--- src/slot5_cfg_defs.vh ---
// Constants for the slot five configuration and status registers.
// Assumes a byte-wide register port and a 100 MHz core clock.
`ifndef SLOT5_CFG_DEFS_VH
`define SLOT5_CFG_DEFS_VH

// Register selects on the register port.
`define SLOT5_SEL_VOLTAGE 1'b0
`define SLOT5_SEL_RSTCLK 1'b1

// Voltage config and status fields.
`define VCS_IRQ_BIT 7
`define VCS_GOOD_BIT 6
`define VCS_ATR_ERR_BIT 5
`define VCS_FAULT_BIT 2
`define VCS_CLASS_MSB 1
`define VCS_CLASS_LSB 0
`define VCS_RESET 8'h00

// Supply class codes.
`define CLASS_OFF 2'h0
`define CLASS_C_1V8 2'h1
`define CLASS_B_3V 2'h2
`define CLASS_A_5V 2'h3

// Reset and clock control fields.
`define RCC_ART_BIT 7
`define RCC_RST_BIT 5
`define RCC_LEVEL_BIT 4
`define RCC_HALT_BIT 3
`define RCC_SRC_MSB 2
`define RCC_SRC_LSB 0
`define RCC_RESET 8'h08

// Clock source codes.
`define SRC_SYS 3'h0
`define SRC_CONV 3'h1
`define SRC_CONV_DIV2 3'h2
`define SRC_CONV_DIV4 3'h3
`define SRC_AUX 3'h4
`define SRC_AUX_DIV2 3'h5
`define SRC_SYS_DIV2 3'h6
`define SRC_SYS_DIV4 3'h7

// Number of sampled clock sources.
`define NUM_CLK_SRC 3
`endif

--- src/smartcard_slot5_cfg_regs.v ---
// Configuration and status logic for smart card slot five: supply class,
// error flags, card reset pin and glitch-free card clock selection.
// Assumes the register port and the event inputs are on core_clk; the
// clock sources and the regulator status come from outside and are synced.
//
// Functional notes
// - Voltage irq flag sets on good-status rise, clears on host read.
// - Answer-reset error sets on clock counter overflow; software may set.
// - Voltage fault sets when supply leaves class range; software may set.
// - With auto transition, reset pin is the bit gated by activation; else the bit.
// - Reset bit set drives reset pin high, under auto transition once activated; clear drives it low.
// - Clock level bit gives the stopped card clock level.
// - Halt holds clock at the level bit; otherwise it runs from source.
// - Eight source codes; host halts clock before crossing aux codes.
// - Source and halt changes reach the clock pin without glitches.
`timescale 1ns/10ps
`include "slot5_cfg_defs.vh"

module smartcard_slot5_cfg_regs (
    input wire core_clk,
    input wire reset,
    input wire reg_sel,
    input wire reg_wr,
    input wire reg_rd,
    input wire [7:0] reg_wdata,
    output reg [7:0] reg_rdata,
    output reg reg_rvalid,
    input wire regulator_in_range,
    input wire clock_counter_overflow,
    input wire card_activated,
    input wire system_clock_input,
    input wire converter_clock,
    input wire auxiliary_clock_input,
    output reg card_reset_pin,
    output reg card_clock_pin
);

    // Picks the card clock level for one configuration from the source set.
    function clk_value;
        input halt;
        input level;
        input [2:0] sel;
        input [7:0] srcs;
        begin
            if (halt) begin
                clk_value = level;
            end else begin
                clk_value = srcs[sel];
            end
        end
    endfunction

    // Decides whether a pending card clock setting may take over this cycle.
    // A stopped side shows a static level, so joining it at an equal level can
    // never shorten a phase. Two running sources must also wait for an edge of
    // the new one, so the first level it puts on the pin is a full half period.
    // Two stopped settings swap at once, which is how software clocking works.
    function adopt_ok;
        input old_halt;
        input new_halt;
        input old_value;
        input new_value_in;
        input new_edge_in;
        begin
            if (old_halt && new_halt) begin
                adopt_ok = 1'b1;
            end else if (old_value != new_value_in) begin
                adopt_ok = 1'b0;
            end else if (old_halt || new_halt) begin
                adopt_ok = 1'b1;
            end else begin
                adopt_ok = new_edge_in;
            end
        end
    endfunction

    // Register fields.
    reg [1:0] supply_class_select_reg;
    reg slot_voltage_irq_flag_reg;
    reg answer_reset_overflow_err_reg;
    reg slot_voltage_fault_reg;
    reg auto_reset_transition_reg;
    reg card_reset_level_bit_reg;
    reg card_clock_level_bit_reg;
    reg card_clock_halt_reg;
    reg [2:0] card_clock_source_select_reg;

    // Regulator status synchroniser and edge history.
    reg range_meta_reg;
    reg range_sync_reg;
    reg good_prev_reg;
    wire slot_voltage_good;
    wire good_rise;
    wire range_lost;

    // Configuration that currently drives the card clock.
    reg active_halt_reg;
    reg active_level_reg;
    reg [2:0] active_src_reg;

    wire wr_voltage;
    wire wr_rstclk;
    wire rd_voltage;
    wire [7:0] src_levels;
    wire [`NUM_CLK_SRC-1:0] raw_clks;
    wire [`NUM_CLK_SRC-1:0] clk_div1;
    wire [`NUM_CLK_SRC-1:0] clk_div2;
    wire [`NUM_CLK_SRC-1:0] clk_div4;
    wire cur_value;
    wire new_value;
    wire new_edge;
    wire take_new;
    reg [7:0] src_prev_reg;

    assign wr_voltage = reg_wr && (reg_sel == `SLOT5_SEL_VOLTAGE);
    assign wr_rstclk = reg_wr && (reg_sel == `SLOT5_SEL_RSTCLK);
    assign rd_voltage = reg_rd && (reg_sel == `SLOT5_SEL_VOLTAGE);

    // Regulator status passes two flip-flops before any logic sees it.
    always @(posedge core_clk) begin
        if (reset) begin
            range_meta_reg <= 1'b0;
            range_sync_reg <= 1'b0;
            good_prev_reg <= 1'b0;
        end else begin
            range_meta_reg <= regulator_in_range;
            range_sync_reg <= range_meta_reg;
            good_prev_reg <= slot_voltage_good;
        end
    end

    // An off class has no range, so good status stays low then.
    assign slot_voltage_good = range_sync_reg && (supply_class_select_reg != `CLASS_OFF);
    assign good_rise = slot_voltage_good && !good_prev_reg;
    assign range_lost = good_prev_reg && !range_sync_reg && (supply_class_select_reg != `CLASS_OFF);

    // Voltage register. Hardware set beats the clear-on-read in one cycle,
    // so an event landing on the read is kept for the next read.
    always @(posedge core_clk) begin
        if (reset) begin
            supply_class_select_reg <= `CLASS_OFF;
            slot_voltage_irq_flag_reg <= 1'b0;
            answer_reset_overflow_err_reg <= 1'b0;
            slot_voltage_fault_reg <= 1'b0;
        end else begin
            if (wr_voltage) begin
                supply_class_select_reg <= reg_wdata[`VCS_CLASS_MSB:`VCS_CLASS_LSB];
            end
            if (good_rise) begin
                slot_voltage_irq_flag_reg <= 1'b1;
            end else if (rd_voltage) begin
                slot_voltage_irq_flag_reg <= 1'b0;
            end
            if (clock_counter_overflow) begin
                answer_reset_overflow_err_reg <= 1'b1;
            end else if (wr_voltage && reg_wdata[`VCS_ATR_ERR_BIT]) begin
                answer_reset_overflow_err_reg <= 1'b1;
            end else if (rd_voltage) begin
                answer_reset_overflow_err_reg <= 1'b0;
            end
            if (range_lost) begin
                slot_voltage_fault_reg <= 1'b1;
            end else if (wr_voltage && reg_wdata[`VCS_FAULT_BIT]) begin
                slot_voltage_fault_reg <= 1'b1;
            end else if (rd_voltage) begin
                slot_voltage_fault_reg <= 1'b0;
            end
        end
    end

    // Reset and clock control register; bit 6 is dropped on write.
    always @(posedge core_clk) begin
        if (reset) begin
            auto_reset_transition_reg <= 1'b0;
            card_reset_level_bit_reg <= 1'b0;
            card_clock_level_bit_reg <= 1'b0;
            card_clock_halt_reg <= 1'b1;
            card_clock_source_select_reg <= `SRC_SYS;
        end else if (wr_rstclk) begin
            auto_reset_transition_reg <= reg_wdata[`RCC_ART_BIT];
            card_reset_level_bit_reg <= reg_wdata[`RCC_RST_BIT];
            card_clock_level_bit_reg <= reg_wdata[`RCC_LEVEL_BIT];
            card_clock_halt_reg <= reg_wdata[`RCC_HALT_BIT];
            card_clock_source_select_reg <= reg_wdata[`RCC_SRC_MSB:`RCC_SRC_LSB];
        end
    end

    // Read data is registered one cycle after the strobe.
    // Reserved bits read as zero.
    always @(posedge core_clk) begin
        if (reset) begin
            reg_rdata <= 8'h00;
            reg_rvalid <= 1'b0;
        end else begin
            reg_rvalid <= reg_rd;
            if (reg_rd && (reg_sel == `SLOT5_SEL_VOLTAGE)) begin
                reg_rdata <= {slot_voltage_irq_flag_reg, slot_voltage_good,
                              answer_reset_overflow_err_reg, 2'h0,
                              slot_voltage_fault_reg, supply_class_select_reg};
            end else if (reg_rd) begin
                reg_rdata <= {auto_reset_transition_reg, 1'b0,
                              card_reset_level_bit_reg, card_clock_level_bit_reg,
                              card_clock_halt_reg, card_clock_source_select_reg};
            end
        end
    end

    // Card reset pin: with auto transition it rises once activation is done.
    always @(posedge core_clk) begin
        if (reset) begin
            card_reset_pin <= 1'b0;
        end else if (auto_reset_transition_reg) begin
            card_reset_pin <= card_reset_level_bit_reg && card_activated;
        end else begin
            card_reset_pin <= card_reset_level_bit_reg;
        end
    end

    assign raw_clks = {auxiliary_clock_input, converter_clock, system_clock_input};

    // Each source is synchronised and divided by two and four. Dividing
    // after sampling keeps every derived clock on core_clk edges only.
    genvar gi;
    generate
        for (gi = 0; gi < `NUM_CLK_SRC; gi = gi + 1) begin : g_src
            reg meta_reg;
            reg sync_reg;
            reg prev_reg;
            reg div2_reg;
            reg div2_prev_reg;
            reg div4_reg;
            always @(posedge core_clk) begin
                if (reset) begin
                    meta_reg <= 1'b0;
                    sync_reg <= 1'b0;
                    prev_reg <= 1'b0;
                    div2_reg <= 1'b0;
                    div2_prev_reg <= 1'b0;
                    div4_reg <= 1'b0;
                end else begin
                    meta_reg <= raw_clks[gi];
                    sync_reg <= meta_reg;
                    prev_reg <= sync_reg;
                    div2_prev_reg <= div2_reg;
                    if (sync_reg && !prev_reg) begin
                        div2_reg <= !div2_reg;
                    end
                    if (div2_reg && !div2_prev_reg) begin
                        div4_reg <= !div4_reg;
                    end
                end
            end
            assign clk_div1[gi] = sync_reg;
            assign clk_div2[gi] = div2_reg;
            assign clk_div4[gi] = div4_reg;
        end
    endgenerate

    // Source table indexed by the select code.
    assign src_levels = {clk_div4[0], clk_div2[0], clk_div2[2], clk_div1[2],
                         clk_div4[1], clk_div2[1], clk_div1[1], clk_div1[0]};

    assign cur_value = clk_value(active_halt_reg, active_level_reg, active_src_reg, src_levels);
    assign new_value = clk_value(card_clock_halt_reg, card_clock_level_bit_reg,
                                 card_clock_source_select_reg, src_levels);

    // Last cycle's source levels, so that a fresh edge of the selected source
    // can be told apart from a level that has stood for a while.
    always @(posedge core_clk) begin
        if (reset) begin
            src_prev_reg <= 8'h00;
        end else begin
            src_prev_reg <= src_levels;
        end
    end

    // The new source has just changed level, so it will hold it for a half period.
    assign new_edge = src_levels[card_clock_source_select_reg] !=
                      src_prev_reg[card_clock_source_select_reg];
    assign take_new = adopt_ok(active_halt_reg, card_clock_halt_reg, cur_value, new_value,
                               new_edge);

    // A new setting is taken only when the switch cannot leave a short level on
    // the pin; the cost is up to about a period of the slower source in delay.
    always @(posedge core_clk) begin
        if (reset) begin
            active_halt_reg <= 1'b1;
            active_level_reg <= 1'b0;
            active_src_reg <= `SRC_SYS;
            card_clock_pin <= 1'b0;
        end else if (take_new) begin
            active_halt_reg <= card_clock_halt_reg;
            active_level_reg <= card_clock_level_bit_reg;
            active_src_reg <= card_clock_source_select_reg;
            card_clock_pin <= new_value;
        end else begin
            card_clock_pin <= cur_value;
        end
    end

endmodule // smartcard_slot5_cfg_regs

--- config.mk ---
export PLATFORM = sky130hd
export DESIGN_NAME = smartcard_slot5_cfg_regs
export DESIGN_NICKNAME = d
export VERILOG_FILES = /design/src/smartcard_slot5_cfg_regs.v
export VERILOG_INCLUDE_DIRS = /design/src
export SDC_FILE = /design/constraint.sdc
export NUM_CORES = 1
export LEC_CHECK = 0
export ABC_AREA = 1
export BUFFER_PORTS_ARGS = -buffer_cell sky130_fd_sc_hd__buf_2
export CORE_ASPECT_RATIO = 1.4
export CORE_MARGIN = 1
export CORE_UTILIZATION = 30
export CTS_CLUSTER_DIAMETER = 40
export DETAILED_ROUTE_END_ITERATION = 10
export MAX_ROUTING_LAYER = met4
export PLACE_DENSITY = 0.47
export SLEW_MARGIN = 10
export SYNTH_ARGS = -nofsm -noshare
export SYNTH_HDL_FRONTEND = slang
export SYNTH_SLANG_ARGS = --single-unit
export TNS_END_PERCENT = 5
--- constraint.sdc ---
create_clock -name core_clk -period 2.5 [get_ports core_clk]
set_input_delay 0.75 -clock core_clk [delete_from_list [all_inputs] [get_ports core_clk]]
set_output_delay 0.75 -clock core_clk [all_outputs]
set_load 0.01 [all_outputs]
* Yosys cells after proc, flatten, opt, wreduce, memory -nomap -nowiden *
Cells that the tools add are included.

storage, ports and cells
  output and inout bits = 11
  input bits = 19
  register bits after elaboration = 55

operators by class
  mux-type cells = 21
  reductions and logical operators = 35
  bitwise logic cells = 1
  $lt $le $gt $ge = 2
  eq/ne operators = 2

operators by type and width
  operator                                                              number
  1-bit logical AND                                                     16
  1-bit two-way mux                                                     16
  8-bit two-way mux                                                     2
  1-bit zero test                                                       12
  1-bit binary-select mux with 3-bit select                             3
  3-bit by 4-bit < comparator with 1-bit output, second input constant  2
  2-bit nonzero test                                                    3
  3-bit nonzero test                                                    2
  1-bit != test                                                         2
  2-bit OR reduction                                                    1
  1-bit logical OR                                                      1
  1-bit inverter                                                        1

* Longest topological paths before layout *
Gate-level depths: netlist of run 1.

  depth after elaboration = 7
  mapped depth = 13
  depth with buffers taken out = 13

* Worst setup path before layout of run 1 *
Ideal clock, no wire load.

  path kind = in2reg
  from = input reset
  to = register auto_reset_transition_reg
  stages on the path = 5
  setup time = 0.127 ns
  arrival time = 1.399 ns
  data required time = 2.373 ns
  slack = 0.974 ns
  path through = clkbuf_1 -> inv_1 -> buf_1 -> o21ai_0 -> a21oi_1

RTL lines
  element               RTL line                        RTL
  start, declared       smartcard_slot5_cfg_regs.v:21   input wire reset,
  end signal, assigned  smartcard_slot5_cfg_regs.v:180  auto_reset_transition_reg <= reg_wdata[`RCC_ART_BIT];
  end, declared         smartcard_slot5_cfg_regs.v:82   reg auto_reset_transition_reg;

* Worst setup path after layout of run 1 *
  from = register card_clock_source_select_reg[1]
  to = register active_halt_reg

on the way
  longest elaborated chain between the ends = 6
  elaborated cells on any way between the ends = 10
  classes of those cells = eq/ne: 2; mux: 8

ends and longest elaborated chain
  element                                                       RTL line                                                                                       RTL
  start, declared                                               smartcard_slot5_cfg_regs.v:86                                                                  reg [2:0] card_clock_source_select_reg;
  start signal, assigned                                        smartcard_slot5_cfg_regs.v:178                                                                 card_clock_source_select_reg <= `SRC_SYS;
  start signal, assigned                                        smartcard_slot5_cfg_regs.v:184                                                                 card_clock_source_select_reg <= reg_wdata[`RCC_SRC_MSB:`RCC_SRC_LSB];
  1-bit binary-select mux with 3-bit select (on tied branches)  smartcard_slot5_cfg_regs.v:48, smartcard_slot5_cfg_regs.v:278, smartcard_slot5_cfg_regs.v:279
  1-bit two-way mux (on tied branches)                          smartcard_slot5_cfg_regs.v:48, smartcard_slot5_cfg_regs.v:278, smartcard_slot5_cfg_regs.v:279
  1-bit != test / 1-bit two-way mux (equally long branches)     smartcard_slot5_cfg_regs.v:278, smartcard_slot5_cfg_regs.v:45
  1-bit two-way mux / 1-bit != test (equally long branches)     smartcard_slot5_cfg_regs.v:69, smartcard_slot5_cfg_regs.v:67
  1-bit two-way mux (*)                                         smartcard_slot5_cfg_regs.v:67                                                                  end else if (old_value != new_value_in) begin
  1-bit two-way mux (*)                                         smartcard_slot5_cfg_regs.v:65                                                                  if (old_halt && new_halt) begin
  end signal, assigned                                          smartcard_slot5_cfg_regs.v:292                                                                 active_halt_reg <= card_clock_halt_reg;
  end, declared                                                 smartcard_slot5_cfg_regs.v:97                                                                  reg active_halt_reg;

Every way passes the cells marked *; elsewhere a longest branch is shown, timed or not. The select of a mux whose other input is x is not followed.
A chain may end at the register's enable or synchronous reset.

==> results of run 1 <==
## stage by stage
stage / power (W) / utilization [%] / cells / instance area (um^2) / hold slack, ps
floorplan: 0.00104 / - / 300 / 2080 / 388
global placement: 0.00111 / 34.8 / 414 / 2320 / 390
detailed placement: 0.00111 / 34.8 / 414 / 2320 / 394
CTS: 0.00169 / 36.5 / 422 / 2430 / 407
global route: 0.00176 / 36.5 / 422 / 2430 / 435
finish: 0.00167 / 36.5 / 422 / 2430 / 406
## critical path, delay by kind of cell, from the launching register on
| family | cells | cell delay, ps |
|---|---|---|
| flip-flops | 1 | 510 |
| AND/OR/NAND/NOR | 10 | 850 |
| buffers and inverters | 1 | 120 |
## layout make-up
type                            instances  area, um^2  area share, %
Inverter                               44         165           6.80
Sequential cell                        50        1000           41.2
Clock buffer                            5        68.8           2.83
Clock inverter                          3        43.8           1.80
Multi-Input combinational cell        198         880           36.2
Tap cell                               92         115           4.74
Timing Repair Buffer                   30         155           6.39
## placed cells by master, fill, tap and decap left out
| master | count |
|---|---|
| nand2_2 | 3 |
| o21ai_0 | 20 |
| a31oi_1 | 1 |
| dfxtp_1 | 50 |
| nand3_1 | 29 |
| nor2_1 | 39 |
| clkinv_1 | 3 |
| buf_2 | 28 |
| a21oi_1 | 25 |
| a32o_1 | 1 |
| inv_2 | 6 |
| nor3_1 | 1 |
| clkinv_2 | 1 |
| buf_4 | 2 |
| nand3_2 | 3 |
| bufinv_16 | 1 |
| clkbuf_8 | 5 |
| inv_1 | 35 |
| o211ai_1 | 2 |
| inv_6 | 1 |
| nand2_1 | 74 |
## cell families (layout without fill, tap and decap cells)
| kind of cell | Yosys count | count (layout) | synth area share, % |
|---|---|---|---|
| DFF | 50 | 50 | 48.1 |
| buffers and inverters | 52 | 82 | 9.62 |
| and+or+nand+nor | 149 | 149 | 29.9 |
| AOI/OAI and AO/OA | 49 | 49 | 12.3 |
## cells in the mapped netlist, drive strengths merged
| master | count | area (um^2) |
|---|---|---|
| o211ai | 2 | 15.0 |
| dfxtp | 50 | 1000 |
| a21oi | 25 | 125 |
| nand3 | 32 | 175 |
| buf | 4 | 20.0 |
| o21ai | 20 | 100 |
| clkbuf | 4 | 15.0 |
| a31oi | 1 | 6.26 |
| inv | 41 | 154 |
| nand2 | 77 | 297 |
| nor2 | 39 | 146 |
| nor3 | 1 | 5.00 |
| a32o | 1 | 10.0 |
| clkinv | 3 | 11.3 |
## worst min path at each step
stage / from / endpoint / slack [ps] / cells past startpoint
2_1_floorplan: g_src[0].meta_reg$_SDFF_PP0_ / g_src[0].sync_reg$_SDFF_PP0_ / 390 / 2
3_3_place_gp: g_src[2].meta_reg$_SDFF_PP0_ / g_src[2].sync_reg$_SDFF_PP0_ / 390 / 2
3_5_place_dp: g_src[2].meta_reg$_SDFF_PP0_ / g_src[2].sync_reg$_SDFF_PP0_ / 390 / 2
4_1_cts: g_src[2].meta_reg$_SDFF_PP0_ / g_src[2].sync_reg$_SDFF_PP0_ / 410 / 2
5_1_grt: range_meta_reg$_SDFF_PP0_ / range_sync_reg$_SDFF_PP0_ / 440 / 2
6_report: g_src[2].meta_reg$_SDFF_PP0_ / g_src[2].sync_reg$_SDFF_PP0_ / 410 / 2
## routing by layer
layer	up-vias	wire (um)	global-route usage, %	part of all wire [%]
li1	999	-	-	-
met1	885	2200	16.6	44
met2	25	2660	28.2	53
met3	5	109	2.10	2.2
met4	0	59	5.43	1.2
met5	-	0	-	0
## power by group through the flow
| stage | combinational (W) | sequential, W | clock [W] |
|---|---|---|---|
| 2_1_floorplan | 0.000154 | 0.000886 | 0 |
| 5_1_grt | 0.000258 | 0.000877 | 0.000628 |
| 3_5_place_dp | 0.000224 | 0.000889 | 0 |
| 3_3_place_gp | 0.000222 | 0.000888 | 0 |
| 4_1_cts | 0.000225 | 0.000871 | 0.000600 |
| 6_report | 0.000221 | 0.000870 | 0.000578 |
==> results.md, run 1 <==
* Status: finished clean
* Internal Pwr Total at roughly 0.0012 W
* Final worst path period share at about two thirds
* Setup CP Type: flop to flop
* RSZ-0062 raised after global routing: no
* Detailed-route DRC error count at 0
* Antenna diodes at 0
* H-tree levels at 2
* Seq cells post-synth at 50
* DRT antenna net count at 0
* Worst Hold Class: flop to flop
* Slowest-stage cell, CP: dfxtp_1
* Crit-path max FO at 7
* Leak at 1.14 nW
* Vias in the first global route at ~1800
* Total setup buffers inserted after CTS at 0
* Reg2Reg Depth at 11
* Fillcell total at around 800
* Total gr overflow at 0
* Synth Cell Area at 0.00208 mm^2
* Num CTS Buffers at 5
* Post-layout nets at about 350
* Final Hold Vio Count at 0
* Mean number of vias per cell at between 4 and 5
* Die area at between 0.007 and 0.008 mm^2
* Number of hold buffers added after CTS at 0
* Fin crit period at roughly 1600 ps
* Crit path required time at around 2700 ps
* Row count at 35
* CTS sink count at 50
* Power density over the cells at 687 mW/mm^2
* # IOs at 30
* Finish-stage setup viols at 0
* CP arrival at about 1800 ps
* Routability cong. at around 0.79
* CTS tree: yes
* Worst slew pin tran at approximately 660 ps
* Comb power frac at about an eighth
* Worst path cell trace: inv_2, nand3_1, nand2_1, nand2_1, nand2_1, nand2_1, nand3_2, nand3_2, nand2_1, nand2_1, nand3_1
* HPWL Detailed at ~3.6 mm
* CP max stage delay at slightly above 500 ps
* Die Y at between 100 and 150 um
* Rel. slew slack at 55.7%
* Die width at 72.4 um
* Reg2reg end: active_halt_reg$_SDFFE_PP1P_
* Drt pass-1 iters at 4
* Port Buffers at 28
* Area grow syn2layout at 16.7%
* Fmax at slightly above 600 MHz
* Crit path to: active_halt_reg$_SDFFE_PP1P_
* Resize count post-CTS at 0
* VDD IR max at 350 uV
* Aggregate routed wire length at between 5 and 6 mm
* Worst-Skew Late Latency at 300 ps
* Core region area at approximately 0.0067 mm^2
* Clock Path Buffers at 2
* Most used cell, CP: nand2_1
* Root Buffer: clkbuf_8
* Initial antenna violation count at 0
* Clock network fraction of total power at around 35%
* Crit path from: card_clock_source_select_reg[1]$_SDFFE_PP0P_
* Reg-to-reg critical path startpoint: card_clock_source_select_reg[1]$_SDFFE_PP0P_
* Max-cap violations at 0
* Via count at between 1500 and 2000
* Total track usage at between 10% and 20%
* Drt first-iter violations at 95
* Setup WS post-layout at about 880 ps
* Final TNS setup at 0 ps
* Pre-CTS setup slack at roughly 670 ps
* CP Capture Type: flop
* Worst setup SP type: flop
* Synth cell types at 19
* Synth Instances at 300
* Clock Skews at between 5 and 6 ps
* Clk slew on worst S/H paths at 90 ps
* Routed len/inst at between 10 and 15 um
* Worst reg-to-reg setup slack at approximately 880 ps
* Syn_area_per_cell at a little under 7 um^2
* Sequential power share at between 50% and 60%
* Seq/Total Area, Yosys at around 48%
* Fin. max-slew vios at 0
* Initial Utilization at about 31%
* Switching power total at 0.000449 W
* Largest net degree at the start of global routing at 28
* Synth Warn # at 0
* Sw Ratio at 26.9%
* Synth Net Count at approximately 320
* Proportion of layout cells with a drive suffix above 1 at between 10% and 20%
* Global-route wire length before repair at around 8.4 mm
(Power assumes the default switching activity.)
==> run 2: changes to the inputs <==
Settings changed: ABC_AREA 1 to 0.
Clock period 2.5 ns to 1.6 ns, I/O delays scaled along.
==> run 2 against run 1 <==
Effect of this change:
- the run now ends with negative setup slack left
- non-clock buffer count up 20
- flip-flop and latch count unchanged
- sequential power grew 54%
- critical path type unchanged
- largest cell class unchanged
- largest power group unchanged
==> results.md, run 2 <==
* Die Y at 99.9 um (-0.59%)
* Max-cap violations at 0 (unchanged)
* Synth cell types at 34 (+15)
* Finish-stage setup viols at 5 (+5)
* Vias in the first global route at 1520 (-17%)
* Power density over the cells at 953 mW/mm^2 (+39%)
* Failing checks: negative setup slack
* VDD IR max at 455 uV (+30%)
* Drt pass-1 iters at 4 (unchanged)
* Yosys top cell by area: dfxtp_1
* Setup CP Type: flop to flop
* CP Capture Type: flop
* Setup WS post-layout at -191 ps (-1070 ps)
* Commonest cells post-synth: dfxtp_1 (50), nor2b_1 (26), nor2_1 (18)
* Fillcell total at 676 (-13%)
* Hold slack at 370 ps (-35.2 ps)
* Crit path required time at 1840 ps (-830 ps)
* Yosys top cell area share at 48.7% (+0.59 points)
* Post-synth ARST share at 0% (unchanged)
* Synth Net Count at 224 (-30%)
* Reg2Reg Depth at 5 (-6)
* CP arrival at 2030 ps (+240 ps)
* Crit-path max FO at 6 (-1)
* Row count at 35 (unchanged)
* CTS tree: yes
* Worst slew pin tran at 292 ps (-372 ps)
* Detailed-route DRC error count at 0 (unchanged)
* Pre-CTS setup slack at -195 ps (-860 ps)
* Leak at 1.02 nW (-11%)
* Status: complete, but fails checks
* Total setup buffers inserted after CTS at 0 (unchanged)
* DRT antenna net count at 0 (unchanged)
* Total track usage at 13.1% (-2.3 points)
* Die width at 72.0 um (-0.59%)
* Aggregate routed wire length at 4.14 mm (-18%)
* Mean number of vias per cell at 4.44 (-2.2%)
* Reg-to-reg critical path startpoint: card_clock_source_select_reg[2]$_SDFFE_PP0P_
* Largest net degree at the start of global routing at 32 (+14%)
* Die area at 0.00719 mm^2 (-1.2%)
* CP max stage delay at 540 ps (+30 ps)
* EDFF count, synth at 0 (unchanged)
* Rel. slew slack at 80.6% (+25 points)
* Slowest-stage cell, CP: mux4_2
* Synth Instances at 205 (-32%)
* Final Hold Vio Count at 0 (unchanged)
* Clock Skews at 12.6 ps (+6.71 ps)
* Port Buffers at 28 (unchanged)
* Top cells by area, synth: dfxtp_1 (49%), nor2b_1 (7.9%), mux2i_1 (7.3%)
* Hold path depth at 2 (unchanged)
* RSZ-0062 raised after global routing: yes
* Syn_area_per_cell at 10.0 um^2 (+45%)
* Most frequent cells in the layout: dfxtp_1 (48), buf_2 (28), nor2b_1 (26)
* Hold Crit Start: converter_clock
* Fmax at 558 MHz (-9.4%)
* H-tree levels at 2 (unchanged)
* # IOs at 30 (unchanged)
* Global-route wire length before repair at 7.01 mm (-16%)
* Area grow syn2layout at 22.5%
* CTS sink count at 50 (unchanged)
* HPWL Detailed at 3.06 mm (-16%)
* Initial antenna violation count at 0 (unchanged)
* Root Buffer: clkbuf_8
* Worst path cell trace: mux4_2, mux2i_4, xor2_1, o22a_4, mux2i_1
* Final TNS setup at -733 ps (-733 ps)
* Worst reg-to-reg setup slack at -190 ps (-1070 ps)
* Clk slew on worst S/H paths at 100 ps (about the same)
* Antenna diodes at 0 (unchanged)
* Via count at 1508 (-21%)
* Top-count cell post-synth: dfxtp_1
* Initial Utilization at 31.1% (-0.17 points)
* Final worst path period share at 112% (+47 points)
* Worst-Skew Late Latency at 320 ps (+20 ps)
* Seq cells post-synth at 50 (unchanged)
* Reg2reg end: active_src_reg[0]$_SDFFE_PP0P_
* Hold endpoint: g_src[1].meta_reg$_SDFF_PP0_
* Synth Cell Area at 0.00206 mm^2 (-1.2%)
* Core region area at 0.00661 mm^2 (-0.66%)
* Drt first-iter violations at 52 (-45%)
* Worst Hold Class: input pin to flop
* Routability cong. at 0.714 (-9.4%)
* Num CTS Buffers at 5 (unchanged)
* Most common cell after layout, fill and taps aside: dfxtp_1
* Fin crit period at 1790 ps (+168 ps)
* Clock Path Buffers at 2 (unchanged)
* Synth Warn # at 0 (unchanged)
* Routed len/inst at 12.2 um (+2.4%)
* Proportion of layout cells with a drive suffix above 1 at 28.2% (+13 points)
* Total gr overflow at 0 (unchanged)
* Seq/Total Area, Yosys at 48.7% (+0.59 points)
* Fin. max-slew vios at 0 (unchanged)
* Ys flop type: dfxtp_1
* Worst setup SP type: flop
* Post-layout nets at 266 (-24%)
==> run 2: changes by cell type after synthesis, sizes merged, moves of 10 or more <==
cell    previous run  this run
nand2             77        10
inv               41         4
nor2b              0        26
nand3             32         8
nor2              39        18
mux2i              0        17
o21ai             20         3
a21oi             25        10
nand2b             0        10
==> run 2: critical path: cells and delay by family (launching register included) <==
family	cells	cell delay (ps)
multiplexers	3	900
flip-flops	1	420
XOR/XNOR	1	200
AO/OA/AOI/OAI	1	200
==> run 2: per-layer routing <==
metal / share of wire [%] / track usage (%)
met1: 42 / 13.5
met2: 53 / 23.8
met3: 3.8 / 3.21
met4: 1.7 / 4.52
met5: 0 / -
==> run 2: cell type report <==
type                            count  area (um^2)  share of cell area [%]
Sequential cell                    50         1010                    40.0
Multi-Input combinational cell    136          975                    38.7
Timing Repair Buffer               50          313                    12.4
Tap cell                           92          115                    4.57
Clock buffer                        5         68.8                    2.73
Clock inverter                      3         25.0                   0.994
Inverter                            4         15.0                   0.596
==> run 2: cell families after synthesis <==
logic type      Yosys count  synth area share, %
mux                      21                 13.5
xor+xnor                  9                 3.83
simple gates             78                 20.2
buf+inv                  19                 4.32
flops                    50                 48.7
compound gates           28                 9.50
==> run 2: per-stage QoR <==
stage / instances / power (W) / util (%) / instance area [um^2]
floorplan: 205 / 0.00155 / - / 2060
global placement: 332 / 0.00165 / 36.3 / 2400
detailed placement: 332 / 0.00166 / 36.3 / 2400
CTS: 340 / 0.00244 / 37.8 / 2500
global route: 340 / 0.00253 / 38.1 / 2520
finish: 340 / 0.00240 / 38.1 / 2520
==> run 2: what timing repair did <==
| item | in CTS | in global routing |
|---|---|---|
| gates resized for setup | 1 | 5 |
| endpoints found under the setup margin | 6 | 6 |
| hold buffers | 0 | 0 |
| pin swaps | 0 | 5 |
| endpoints found under the hold margin | 0 | 0 |
| gates cloned | 0 | 0 |
==> run 2: worst max-delay path by stage <==
stage / startpoint / slack [ps] / cells past startpoint / endpoint
finish: card_clock_source_select_reg[2]$_SDFFE_PP0P_ / -190 / 5 / active_src_reg[0]$_SDFFE_PP0P_
global route: card_clock_source_select_reg[2]$_SDFFE_PP0P_ / -290 / 7 / active_src_reg[0]$_SDFFE_PP0P_
CTS: card_clock_source_select_reg[2]$_SDFFE_PP0P_ / -190 / 5 / active_src_reg[0]$_SDFFE_PP0P_
detailed placement: card_clock_source_select_reg[2]$_SDFFE_PP0P_ / -190 / 5 / active_src_reg[0]$_SDFFE_PP0P_
global placement: card_clock_source_select_reg[2]$_SDFFE_PP0P_ / -160 / 5 / active_src_reg[1]$_SDFFE_PP0P_
floorplan: card_clock_source_select_reg[2]$_SDFFE_PP0P_ / -110 / 6 / active_level_reg$_SDFFE_PP0P_
==> run 2: where the power goes <==
| part | internal (W) | switching (W) | leakage, nW |
|---|---|---|---|
| Clock | 0.000316 | 0.000455 | 0.0447 |
| Sequential | 0.00130 | 0.0000393 | 0.410 |
| Combinational | 0.000153 | 0.000134 | 0.562 |
| Total | 0.00177 | 0.000628 | 1.02 |
==> run 3: changes to the inputs <==
--- a/config.mk
+++ b/config.mk
@@ -15,4 +15,5 @@
 export DETAILED_ROUTE_END_ITERATION = 10
+export GPL_ROUTABILITY_DRIVEN = 0
 export MAX_ROUTING_LAYER = met4
-export PLACE_DENSITY = 0.47
+export PLACE_DENSITY_LB_ADDON = 0.3
 export SLEW_MARGIN = 10
--- a/constraint.sdc
+++ b/constraint.sdc
@@ -3,2 +3,2 @@
 set_output_delay 0.48 -clock core_clk [all_outputs]
-set_load 0.01 [all_outputs]
+set_load 0.005 [all_outputs]
==> run 3 against run 2 <==
Effect of this change:
- wire length down 3.9%
- register-to-register slack better by 50 ps
- non-clock buffer count up 1
- sequential share of layout area about the same
- clock power up 1%
- critical path depth unchanged
- the run still ends with negative setup slack left
- combinational power down 2%
- sequential power about the same
- core utilization about the same
- flip-flop and latch count unchanged
- worst hold slack better by 11 ps
- cell area about the same
==> results.md, run 3 (synthesized netlist as in run 2, its figures left out) <==
* CTS sink count at 50 (unchanged)
* Aggregate routed wire length at 3.98 mm (-3.9%)
* Pre-CTS setup slack at -185 ps (+10.1 ps)
* Num CTS Buffers at 5 (unchanged)
* Initial antenna violation count at 0 (unchanged)
* Clock Path Buffers at 2 (unchanged)
* DRT antenna net count at 0 (unchanged)
* Max-cap violations at 0 (unchanged)
* Reg-to-reg critical path startpoint: card_clock_source_select_reg[2]$_SDFFE_PP0P_
* Clk slew on worst S/H paths at 100 ps (about the same)
* VDD IR max at 394 uV (-13%)
* Area grow syn2layout at 22.5% (about the same)
* CP arrival at 1970 ps (-60 ps)
* Hold path depth at 2 (unchanged)
* Reg2Reg Depth at 5 (unchanged)
* Top sig layer: met4
* Number of hold buffers added after CTS at 0 (unchanged)
* Die Y at 99.9 um (unchanged)
* CP max stage delay at 530 ps (about the same)
* Buf/Inv on CP at 0 (unchanged)
* Mean number of vias per cell at 4.41 (-0.56%)
* Most frequent cells in the layout: dfxtp_1 (47), buf_2 (28), nor2b_1 (26)
* Finish-stage setup viols at 5 (unchanged)
* Slowest-stage cell, CP: mux4_2
* Final instance area at 0.00252 mm^2 (about the same)
* Fmax at 575 MHz (+2.9%)
* Hold Crit Start: regulator_in_range
* Root Buffer: clkbuf_8
* Vias in the first global route at 1447 (-4.8%)
* Status: complete, but fails checks
* Worst slew pin tran at 259 ps (-32.6 ps)
* Core region area at 0.00661 mm^2 (unchanged)
* Total gr overflow at 0 (unchanged)
* Hold endpoint: range_meta_reg$_SDFF_PP0_
* Worst-Skew Late Latency at 300 ps (-20 ps)
* Final worst path period share at 109% (-3.2 points)
* Detailed-route DRC error count at 0 (unchanged)
* Power density over the cells at 953 mW/mm^2 (about the same)
* Routed wl met2 at 2.00 mm (-8.4%)
* Fin. max-slew vios at 0 (unchanged)
* Met3 WL at 155 um (-2.5%)
* Clock Skews at 9.31 ps (-3.26 ps)
* Total track usage at 12.6% (-0.47 points)
* Placed inst area at 0.00240 mm^2 (-0.31%)
* Crit path required time at 1830 ps (about the same)
* Fin crit period at 1740 ps (-50.9 ps)
* Die area at 0.00719 mm^2 (unchanged)
* Largest net degree at the start of global routing at 31 (-3.1%)
* Top delay family on crit path: multiplexers
* HPWL Detailed at 2.87 mm (-6.4%)
* Proportion of layout cells with a drive suffix above 1 at 28.1% (-0.11 points)
* Drt first-iter violations at 56 (+7.7%)
* Most common cell after layout, fill and taps aside: dfxtp_1
* Worst path cell trace: mux4_2, mux2i_4, xor2_1, o22a_4, mux2i_1
* Worst Hold Class: input pin to flop
* Failing checks: negative setup slack
* CTS tree: yes
* Drt pass-1 iters at 4 (unchanged)
* WL met1 at 1.78 mm (+2.5%)
* Post-layout nets at 267 (+0.38%)
* Setup WS post-layout at -140 ps (+50.9 ps)
* Rel. slew slack at 82.2% (+1.7 points)
* Die width at 72.0 um (unchanged)
* CP Capture Type: flop
* Worst reg-to-reg setup slack at -140 ps (+50 ps)
* Setup CP Type: flop to flop
* Final Hold Vio Count at 0 (unchanged)
* Antenna diodes at 0 (unchanged)
* Leak at 1.02 nW (+0.68%)
* Routed len/inst at 11.7 um (-4.2%)
* Row count at 35 (unchanged)
* H-tree levels at 2 (unchanged)
* Port Buffers at 28 (unchanged)
* # IOs at 30 (unchanged)
* Global-route wire length before repair at 6.83 mm (-2.6%)
* Worst setup SP type: flop
* RSZ-0062 raised after global routing: yes
* Initial Utilization at 31.1% (unchanged)
* Crit-path max FO at 5 (-1)
* Via count at 1504 (-0.27%)
* Reg2reg end: active_src_reg[2]$_SDFFE_PP0P_
==> run 3: what timing repair did <==
item | 4_1_cts | 5_1_grt
pin swaps | 0 | 1
buffers inserted | 2 | 0
endpoints found under the setup margin | 5 | 6
gates resized for setup | 5 | 0
==> run 3: worst max-delay path by stage <==
stage,start,end,slack (ps),cells past startpoint
finish,card_clock_source_select_reg[2]$_SDFFE_PP0P_,active_src_reg[2]$_SDFFE_PP0P_,-140,5
global route,card_clock_source_select_reg[2]$_SDFFE_PP0P_,active_level_reg$_SDFFE_PP0P_,-280,7
CTS,card_clock_source_select_reg[2]$_SDFFE_PP0P_,active_src_reg[2]$_SDFFE_PP0P_,-140,5
detailed placement,card_clock_source_select_reg[2]$_SDFFE_PP0P_,active_src_reg[2]$_SDFFE_PP0P_,-180,5
global placement,card_clock_source_select_reg[2]$_SDFFE_PP0P_,active_src_reg[0]$_SDFFE_PP0P_,-150,5
floorplan,card_clock_source_select_reg[2]$_SDFFE_PP0P_,active_level_reg$_SDFFE_PP0P_,-110,6
==> run 3: where the power goes <==
part           switching [W]  leakage [nW]  internal [W]  total, W
sequential         0.0000382         0.411       0.00130   0.00134
clock               0.000424        0.0478      0.000356  0.000781
combinational       0.000130         0.565      0.000153  0.000282
total               0.000592          1.02       0.00181   0.00240
==> run 3: final cells by class <==
class	instances	area, um^2
sequential	50	1010
multi-input combinational	136	966
timing repair buffer	51	317
inverter	4	15.0
fill	677	4090
tap	92	115
clock inverter	2	16.3
clock buffer	6	82.6
==> run 3: routing by layer <==
metal / GRT usage (%) / vias up
met5: - / -
met4: 4.83 / 0
met3: 2.81 / 4
met2: 21.4 / 35
met1: 14.3 / 686
li1: - / 779
==> run 3: metrics by stage <==
step | setup TNS, ps | cells | hold WS [ps] | util [%] | total power, W
2_1_floorplan | -426 | 205 | 414 | - | 0.00154
3_3_place_gp | -639 | 331 | 418 | 36.2 | 0.00164
3_5_place_dp | -745 | 331 | 425 | 36.2 | 0.00165
4_1_cts | -543 | 341 | 373 | 38.1 | 0.00244
5_1_grt | -1220 | 341 | 378 | 38.1 | 0.00252
6_report | -525 | 341 | 381 | 38.1 | 0.00240
==> run 3: worst register-to-register path, cell delays in order (launching register included) <==
cell	delay (ps)
dfxtp_4	400
mux4_2	530
mux2i_4	170
xor2_1	190
o22a_4	200
mux2i_1	180
